`src/verilog/ddio_pkg.sv`:
```
// ddio_pkg: register map, field layouts, reset values and timing counts
// for the debounced sixteen-channel field i/o port.
// assumes a 20 MHz core clock and a plain strobe register port.
`default_nettype none

package ddio_pkg;

	// ----------------------------------------------------------------
	// geometry
	// ----------------------------------------------------------------
	localparam int unsigned CHANNELS  = 16;
	localparam int unsigned ADDR_W    = 4;
	localparam int unsigned DATA_W    = 32;

	// ----------------------------------------------------------------
	// register word offsets
	// ----------------------------------------------------------------
	localparam logic [ADDR_W-1:0] OFS_CTRL      = 4'h0;
	localparam logic [ADDR_W-1:0] OFS_DIR       = 4'h1;
	localparam logic [ADDR_W-1:0] OFS_OUT       = 4'h2;
	localparam logic [ADDR_W-1:0] OFS_IN        = 4'h3;
	localparam logic [ADDR_W-1:0] OFS_DB_EN     = 4'h4;
	localparam logic [ADDR_W-1:0] OFS_DB_SEL    = 4'h5;
	localparam logic [ADDR_W-1:0] OFS_SC_EN     = 4'h6;
	localparam logic [ADDR_W-1:0] OFS_LVL_EN    = 4'h7;
	localparam logic [ADDR_W-1:0] OFS_LVL_POL   = 4'h8;
	localparam logic [ADDR_W-1:0] OFS_IRQ_STAT  = 4'h9;
	localparam logic [ADDR_W-1:0] OFS_IRQ_MASK  = 4'ha;

	// ----------------------------------------------------------------
	// fields and reset values
	// ----------------------------------------------------------------
	localparam int unsigned CTRL_SOFT_RST_BIT = 0;
	localparam logic [15:0] RST_DIR      = 16'h0000;
	localparam logic [15:0] RST_OUT      = 16'h0000;
	localparam logic [15:0] RST_DB_EN    = 16'h0000;
	localparam logic [31:0] RST_DB_SEL   = 32'h0000_0000;
	localparam logic [15:0] RST_EN       = 16'h0000;
	localparam logic [15:0] RST_MASK     = 16'h0000;

	// debounce duration codes, two bits per channel
	localparam logic [1:0] DB_4US  = 2'h0;
	localparam logic [1:0] DB_64US = 2'h1;
	localparam logic [1:0] DB_1MS  = 2'h2;
	localparam logic [1:0] DB_8MS  = 2'h3;

	// ----------------------------------------------------------------
	// timing
	// ----------------------------------------------------------------
	localparam int unsigned CLK_HZ     = 20_000_000;
	localparam int unsigned T_DB0_NS   = 4_000;
	localparam int unsigned T_DB1_NS   = 64_000;
	localparam int unsigned T_DB2_NS   = 1_000_000;
	localparam int unsigned T_DB3_NS   = 8_000_000;
	// a 1 us tick keeps per-channel counters narrow
	localparam int unsigned T_TICK_NS  = 1_000;
	localparam int unsigned TICK_CYC   = T_TICK_NS / (1_000_000_000 / CLK_HZ);
	localparam int unsigned DB0_TICKS  = T_DB0_NS / T_TICK_NS;
	localparam int unsigned DB1_TICKS  = T_DB1_NS / T_TICK_NS;
	localparam int unsigned DB2_TICKS  = T_DB2_NS / T_TICK_NS;
	localparam int unsigned DB3_TICKS  = T_DB3_NS / T_TICK_NS;
	localparam int unsigned DBC_W      = 14;

	// ----------------------------------------------------------------
	// carriers
	// ----------------------------------------------------------------
	typedef struct packed {
		logic [ADDR_W-1:0] addr;
		logic [DATA_W-1:0] wdata;
		logic              wr;
		logic              rd;
	} ddio_bus_req_t;

	typedef struct packed {
		logic [CHANNELS-1:0] o;
		logic [CHANNELS-1:0] oe;
	} ddio_pins_t;

endpackage : ddio_pkg

`default_nettype wire

```
`src/verilog/ddio_port.sv`:
```
// ddio_port: sixteen-channel field i/o with per-channel debounce,
// state change and level match interrupts.
// assumes field inputs are asynchronous; the core runs on one 20 MHz clock.
`default_nettype none

module ddio_port
(
	// clock and reset
	input  wire logic                            ref_clk_i,
	input  wire logic                            rst_n_i,
	// register port
	input  wire ddio_pkg::ddio_bus_req_t         bus_i,
	output logic [ddio_pkg::DATA_W-1:0]          rdata_o,
	// field pins
	input  wire logic [ddio_pkg::CHANNELS-1:0]   field_i,
	output ddio_pkg::ddio_pins_t                 field_o,
	// interrupt
	output logic                                 irq_o
);

	localparam int unsigned N = ddio_pkg::CHANNELS;

	// ----------------------------------------------------------------
	// helpers
	// ----------------------------------------------------------------
	function automatic logic [ddio_pkg::DBC_W-1:0] db_limit
	(
		input logic [1:0] sel
	);
		case (sel)
			ddio_pkg::DB_4US:  db_limit = ddio_pkg::DBC_W'(ddio_pkg::DB0_TICKS);
			ddio_pkg::DB_64US: db_limit = ddio_pkg::DBC_W'(ddio_pkg::DB1_TICKS);
			ddio_pkg::DB_1MS:  db_limit = ddio_pkg::DBC_W'(ddio_pkg::DB2_TICKS);
			default:           db_limit = ddio_pkg::DBC_W'(ddio_pkg::DB3_TICKS);
		endcase
	endfunction : db_limit

	// ----------------------------------------------------------------
	// registers
	// ----------------------------------------------------------------
	logic [N-1:0]   dir;
	logic [N-1:0]   out_val;
	logic [N-1:0]   db_en;
	logic [2*N-1:0] db_sel;
	logic [N-1:0]   state_change_en;
	logic [N-1:0]   lvl_en;
	logic [N-1:0]   lvl_pol;
	logic [N-1:0]   irq_stat;
	logic [N-1:0]   irq_mask;
	logic           soft_rst;

	// ----------------------------------------------------------------
	// write decode
	// ----------------------------------------------------------------
	function automatic logic wr_hit
	(
		input logic                        stb,
		input logic [ddio_pkg::ADDR_W-1:0] addr,
		input logic [ddio_pkg::ADDR_W-1:0] ofs
	);
		wr_hit = stb && addr == ofs;
	endfunction : wr_hit

	wire                        wr;
	wire                        rd;
	wire [ddio_pkg::ADDR_W-1:0] a;
	wire [N-1:0]                wlo;
	wire                        clr_all;
	wire                        ctrl_wr;
	wire                        next_soft_rst;
	wire                        wr_dir;
	wire                        wr_out;
	wire                        wr_db_en;
	wire                        wr_db_sel;
	wire                        wr_sc_en;
	wire                        wr_lvl_en;
	wire                        wr_lvl_pol;
	wire                        wr_mask;
	wire                        wr_stat;

	assign wr            = bus_i.wr;
	assign rd            = bus_i.rd;
	assign a             = bus_i.addr;
	assign wlo           = bus_i.wdata[N-1:0];
	// a soft reset clears the registers and status like the pin, one cycle late; debounce, tick and read data are left running
	assign clr_all       = !rst_n_i || soft_rst;
	assign ctrl_wr       = wr_hit(wr, a, ddio_pkg::OFS_CTRL);
	assign next_soft_rst = ctrl_wr && bus_i.wdata[ddio_pkg::CTRL_SOFT_RST_BIT];
	assign wr_dir        = wr_hit(wr, a, ddio_pkg::OFS_DIR);
	assign wr_out        = wr_hit(wr, a, ddio_pkg::OFS_OUT);
	assign wr_db_en      = wr_hit(wr, a, ddio_pkg::OFS_DB_EN);
	assign wr_db_sel     = wr_hit(wr, a, ddio_pkg::OFS_DB_SEL);
	assign wr_sc_en      = wr_hit(wr, a, ddio_pkg::OFS_SC_EN);
	assign wr_lvl_en     = wr_hit(wr, a, ddio_pkg::OFS_LVL_EN);
	assign wr_lvl_pol    = wr_hit(wr, a, ddio_pkg::OFS_LVL_POL);
	assign wr_mask       = wr_hit(wr, a, ddio_pkg::OFS_IRQ_MASK);
	assign wr_stat       = wr_hit(wr, a, ddio_pkg::OFS_IRQ_STAT);

	// soft reset is a one-cycle pulse from a control write
	always_ff @(posedge ref_clk_i)
		if (!rst_n_i)
			soft_rst <= 1'b0;
		else
			soft_rst <= next_soft_rst;

	// every channel falls back to input on either reset
	always_ff @(posedge ref_clk_i)
		if (clr_all)
			dir <= ddio_pkg::RST_DIR;
		else if (wr_dir)
			dir <= wlo;

	always_ff @(posedge ref_clk_i)
		if (clr_all)
			out_val <= ddio_pkg::RST_OUT;
		else if (wr_out)
			out_val <= wlo;

	always_ff @(posedge ref_clk_i)
		if (clr_all)
			db_en <= ddio_pkg::RST_DB_EN;
		else if (wr_db_en)
			db_en <= wlo;

	always_ff @(posedge ref_clk_i)
		if (clr_all)
			db_sel <= ddio_pkg::RST_DB_SEL;
		else if (wr_db_sel)
			db_sel <= bus_i.wdata;

	always_ff @(posedge ref_clk_i)
		if (clr_all)
			state_change_en <= ddio_pkg::RST_EN;
		else if (wr_sc_en)
			state_change_en <= wlo;

	always_ff @(posedge ref_clk_i)
		if (clr_all)
			lvl_en <= ddio_pkg::RST_EN;
		else if (wr_lvl_en)
			lvl_en <= wlo;

	always_ff @(posedge ref_clk_i)
		if (clr_all)
			lvl_pol <= ddio_pkg::RST_EN;
		else if (wr_lvl_pol)
			lvl_pol <= wlo;

	always_ff @(posedge ref_clk_i)
		if (clr_all)
			irq_mask <= ddio_pkg::RST_MASK;
		else if (wr_mask)
			irq_mask <= wlo;

	// ----------------------------------------------------------------
	// input synchroniser and microsecond tick
	// ----------------------------------------------------------------
	logic [N-1:0] sync_a;
	logic [N-1:0] sync_b;
	logic [$clog2(ddio_pkg::TICK_CYC)-1:0] tick_cnt;
	wire tick = tick_cnt == '0;

	// only sync_b feeds logic; sync_a may still be settling
	always_ff @(posedge ref_clk_i)
	begin
		sync_a <= field_i;
		sync_b <= sync_a;
	end

	// one shared tick keeps every channel counter at 14 bits
	// debounce time base is the 1 us tick, made every 20 system clock cycles
	always_ff @(posedge ref_clk_i)
		if (!rst_n_i || tick)
			tick_cnt <= ($clog2(ddio_pkg::TICK_CYC))'(ddio_pkg::TICK_CYC - 1);
		else
			tick_cnt <= tick_cnt - 1'b1;

	// ----------------------------------------------------------------
	// per-channel debounce
	// ----------------------------------------------------------------
	logic [N-1:0] clean;
	logic [N-1:0] clean_d;

	for (genvar i = 0; i < N; i++)
	begin : g_db
		logic [ddio_pkg::DBC_W-1:0] cnt;
		logic                       lvl;
		wire  [ddio_pkg::DBC_W-1:0] lim;
		wire                        differs;
		wire                        accept;

		assign lim      = db_limit(db_sel[2*i +: 2]);
		assign differs  = sync_b[i] != lvl;
		// counter must reach the limit and see one more tick, so a level exactly as long is dropped
		assign accept   = !db_en[i] || (tick && cnt >= lim);
		assign clean[i] = lvl;

		always_ff @(posedge ref_clk_i)
		begin
			if (!rst_n_i)
			begin
				cnt <= '0;
				lvl <= 1'b1;
			end
			else if (!differs)
				cnt <= '0; // short pulse restarts the count
			else if (accept)
			begin
				lvl <= sync_b[i];
				cnt <= '0;
			end
			else if (tick)
				cnt <= cnt + 1'b1;
		end
	end

	always_ff @(posedge ref_clk_i)
		if (!rst_n_i)
			clean_d <= '1;
		else
			clean_d <= clean;

	// ----------------------------------------------------------------
	// interrupt events and status
	// ----------------------------------------------------------------
	wire [N-1:0] state_change_event;
	wire [N-1:0] ev_lvl;
	wire [N-1:0] st_clr;
	wire [N-1:0] events;
	wire [N-1:0] next_irq_stat;

	assign state_change_event = (clean ^ clean_d) & state_change_en;
	// a level match keeps setting status while it lasts
	assign ev_lvl = ~(clean ^ lvl_pol) & lvl_en;
	assign st_clr = wr_stat ? wlo : '0;
	assign events = state_change_event | ev_lvl;
	// set wins over a clear in the same cycle
	assign next_irq_stat = (irq_stat & ~st_clr) | events;

	always_ff @(posedge ref_clk_i)
		if (clr_all)
			irq_stat <= '0;
		else
			irq_stat <= next_irq_stat;

	assign irq_o = |(irq_stat & irq_mask);

	// ----------------------------------------------------------------
	// field drive
	// ----------------------------------------------------------------
	// no drive until software picks a direction per channel
	assign field_o.o  = out_val;
	assign field_o.oe = dir;

	// ----------------------------------------------------------------
	// read port
	// ----------------------------------------------------------------
	logic [ddio_pkg::DATA_W-1:0] rsel;

	always_comb
	begin
		case (a)
			ddio_pkg::OFS_DIR:      rsel = {16'h0000, dir};
			ddio_pkg::OFS_OUT:      rsel = {16'h0000, out_val};
			ddio_pkg::OFS_IN:       rsel = {16'h0000, clean};
			ddio_pkg::OFS_DB_EN:    rsel = {16'h0000, db_en};
			ddio_pkg::OFS_DB_SEL:   rsel = db_sel;
			ddio_pkg::OFS_SC_EN:    rsel = {16'h0000, state_change_en};
			ddio_pkg::OFS_LVL_EN:   rsel = {16'h0000, lvl_en};
			ddio_pkg::OFS_LVL_POL:  rsel = {16'h0000, lvl_pol};
			ddio_pkg::OFS_IRQ_STAT: rsel = {16'h0000, irq_stat};
			ddio_pkg::OFS_IRQ_MASK: rsel = {16'h0000, irq_mask};
			default:                rsel = 32'h0000_0000;
		endcase
	end

	// reads never touch status, so only a write or the reset pin clears it
	always_ff @(posedge ref_clk_i)
		if (!rst_n_i || !rd)
			rdata_o <= '0;
		else
			rdata_o <= rsel;

endmodule : ddio_port

`default_nettype wire

```
`config.mk`:
```
export PLATFORM = sky130hd
export DESIGN_NAME = ddio_port
export DESIGN_NICKNAME = d
export VERILOG_FILES = /design/src/verilog/ddio_pkg.sv /design/src/verilog/ddio_port.sv
export SDC_FILE = /design/constraint.sdc
export NUM_CORES = 1
export LEC_CHECK = 0
export BUFFER_PORTS_ARGS = -buffer_cell sky130_fd_sc_hd__buf_2
export CAP_MARGIN = 15
export CORE_MARGIN = 5
export CORE_UTILIZATION = 55
export CTS_BUF_LIST = sky130_fd_sc_hd__clkbuf_4 sky130_fd_sc_hd__clkbuf_8
export DETAILED_ROUTE_END_ITERATION = 6
export PLACE_DENSITY = 0.85
export SYNTH_ARGS = -nofsm -noshare
export SYNTH_HDL_FRONTEND = slang
export SYNTH_SLANG_ARGS = --single-unit
```
`constraint.sdc`:
```
create_clock -name ref_clk_i -period 2.5 [get_ports ref_clk_i]
set_clock_uncertainty 0.05 [all_clocks]
set_input_delay 0.125 -clock ref_clk_i [delete_from_list [all_inputs] [get_ports ref_clk_i]]
set_output_delay 0.125 -clock ref_clk_i [all_outputs]
set_load 0.1 [all_outputs]
```
==> reports/results.tsv <==
metric	value	unit
globalplace.congestion	0.915	
critPathArrivalTime	2990	ps
fin_cells	3771	
stdcell_area	28500	um2
die_h	219	um
maxCapViolCount	0	
fp.dieW	219	um
violations	negative setup slack	
status	finished with violations	
ios	121	
ys_ff_latch	486	
synth_top_family_by_area	simple AND/OR/NAND/NOR gates	
core	43100	um2
largest-register	g_db.cnt	
syn_area	23900	um2
synthToLayoutAreaGrowth	18.9	%
cts_sinks	486	
synth_fa_ha_area_share	9.93	%
critPathCaptureType	flip-flop	
setup_viol	2	
synth_mux_area_share	0.753	%
drt_pre_antenna_iters	6	
syn_inst	2879	
wl	70.1	mm
critical_path_class	flip-flop to flip-flop	
wl_per_cell	18.6	um
ys_warn_count	0	
crit_required	2960	ps
synth_compound_area_share	14.6	%
synth.top_cell.area_share	40.6	%
max-vdd-ir-drop	419	uV
ys_types	57	
seq_power_share	50.6	%
track_usage	28.3	%
viasPerCell	5.95	
drc	0	
cts.reportedPaths.clkPinSlew	60	ps
die_area	47800	um2
fin_nets	3377	
initial_core_util	55.6	%
hold_viol_final	0	
p_int	11.9	mW
min_path_type	primary input to flip-flop	
finalCritPeriodShare	101	%
holdWs	76.0	ps
p_comb_share	5.0	%
placed_cell_area	25900	um2
drt_iter0_drc	2041	
sw_frac_of_total	24.2	%
finalSetupTns	-34.2	ps
worst_pin_slew	842	ps
syn_avg_cell_area	8.31	um2
post-synth-top-count-cell	nand2_1	
largest_reg_flops	224	
setup_ws	-28.7	ps
critPathMaxStageDelay	540	ps
rsz0062_at_grt	yes	
p_clk_share	44.4	%
clk_latency	640	ps
cts_buffers	79	
grt_overflow	0	
post-place-ws	-99.4	ps
reg_top3	g_db.cnt x224, db_sel x32, rdata_o x32	
grt_max_degree	65	
vias	22400	
crit_slowest_cell	or4b_4	
clock_tree.buffer_depth	3	
power.density	554	nW/um2
antenna_left	0	
path_max_fanout	6	
slew_viol_final	0	
yosys.area_share.simple	23.0	%
synthesis.nets	3125	
async_reset_ff_share	0	%
min_period	2530	ps
p_switching	3.81	mW
synth_commonest_cells	nand2_1, dfxtp_1, nor2_1, a21oi_1, ha_1	
path_cells	inv_2 -> ha_4 -> or4b_4 -> buf_12 -> buf_4 -> or4_4 -> o211ai_1 -> mux2_2	
cts_tree	yes	
antenna_found_initial	2	
fmax	0.395	GHz
synth_xor_area_share	6.92	%
start_kind	flip-flop	
utilization	66.1	%
relSlewSlack	43.7	%
ys_seq_area_share	40.6	%
synth_area_leaders	dfxtp_1, ha_1, nand2_1	
numPortBuffers	120	
cts_max_level	3	
synth_top_cell_by_area	dfxtp_1	
synth_ff_type	dfxtp_1	
p_leak	10.6	nW
dp.cells	3570	
finalPower	15.8	mW
grt_pass1_vias	22400	
synth_edf_count	0	
grt_pass1_wl	112	mm
clockRootBuffer	clkbuf_8	
layout-drive-gt1-share	14.9	%
num_rows	76	
dp_hpwl	47.5	mm
-- path summary, 6_finish.rpt --
| check | slack (ps) | depth (start not counted) | to | start |
|---|---|---|---|---|
| setup reg to reg | -30 | 8 | g_db[3].lvl$_SDFFE_PN1P_ | tick_cnt[0]$_SDFF_PP1_ |
| hold / removal | 80 | 2 | sync_a[6]$_DFF_P_ | field_i[6] |
| setup / recovery | -30 | 8 | g_db[3].lvl$_SDFFE_PN1P_ | tick_cnt[0]$_SDFF_PP1_ |
| hold reg to reg | 260 | 0 | sync_b[14]$_DFF_P_ | sync_a[14]$_DFF_P_ |
-- placed cells by master, fill, tap and decap left out, drive strengths merged, types with 13 or more instances in the layout --
cell and n:
xor2 98, a221oi 52, a21oi 267, mux2 16, nand4b 13, buf 244
xnor2 91, nor3 59, nand4 55, and2 27, nand3 85, o211ai 17
clkinv 15, dlygate4sd3 54, a22oi 35, nand2b 63, dfxtp 486, nor2 296
ha 190, and4 23, a22o 36, nand2 509, o21ai 28, clkbuf 116
inv 127, and3 38, a31oi 18
-- what timing repair did --
| action | 4_1_cts | 5_1_grt |
|---|---|---|
| endpoints found under the hold margin | 183 | 0 |
| hold buffers | 54 | 0 |
| setup endpoints to repair | 106 | 143 |
| gates resized for setup | 40 | 29 |
| pin swaps | 12 | 12 |
| cloned | 3 | 0 |
| buffers inserted | 7 | 4 |
-- logic make-up (layout without fill, tap and decap cells) --
logic type / Yosys count / count (layout)
flip-flops: 486 / 486
multiplexers: 16 / 16
adder cells (fa/ha/maj): 190 / 190
other: 0 / 2
XOR/XNOR: 189 / 189
buffers and inverters: 256 / 561
AO/OA/AOI/OAI: 536 / 536
AND/OR/NAND/NOR: 1206 / 1206
-- worst max-delay path, delay by kind of cell, from the launching register on --
kind	cells	cell delay, ps
AO/OA/AOI/OAI	1	210
adder cells (fa/ha/maj)	1	110
buffers and inverters	3	390
flip-flops	1	320
multiplexers	1	350
AND/OR/NAND/NOR	2	960
-- power by group through the flow --
stage,Clock (mW),Combinational [mW],Sequential [mW]
after floorplan,0,0.368,8.16
after global placement,0,0.638,8.13
after detailed placement,0,0.660,8.13
after CTS,7.08,0.754,7.96
after global routing,7.43,0.830,7.98
final,7.00,0.784,7.97
-- metal layers --
metal / up-vias / part of all wire (%) / GRT usage (%)
li1: 10500 / - / -
met2: 1114 / 47 / 48.4
met1: 10500 / 38 / 33.7
met4: 2 / 5.9 / 14.5
met5: - / 0.019 / 0
met3: 326 / 9.1 / 5.83
-- cell type report --
type	instances	area, um2
Fill cell	3222	14600
Multi-Input combinational cell	2137	13600
Sequential cell	486	9730
Timing Repair Buffer	299	2320
Clock buffer	116	1480
Tap cell	585	732
Inverter	128	480
Clock inverter	18	100
Antenna cell	2	5.00
(Power assumes the default switching activity.)
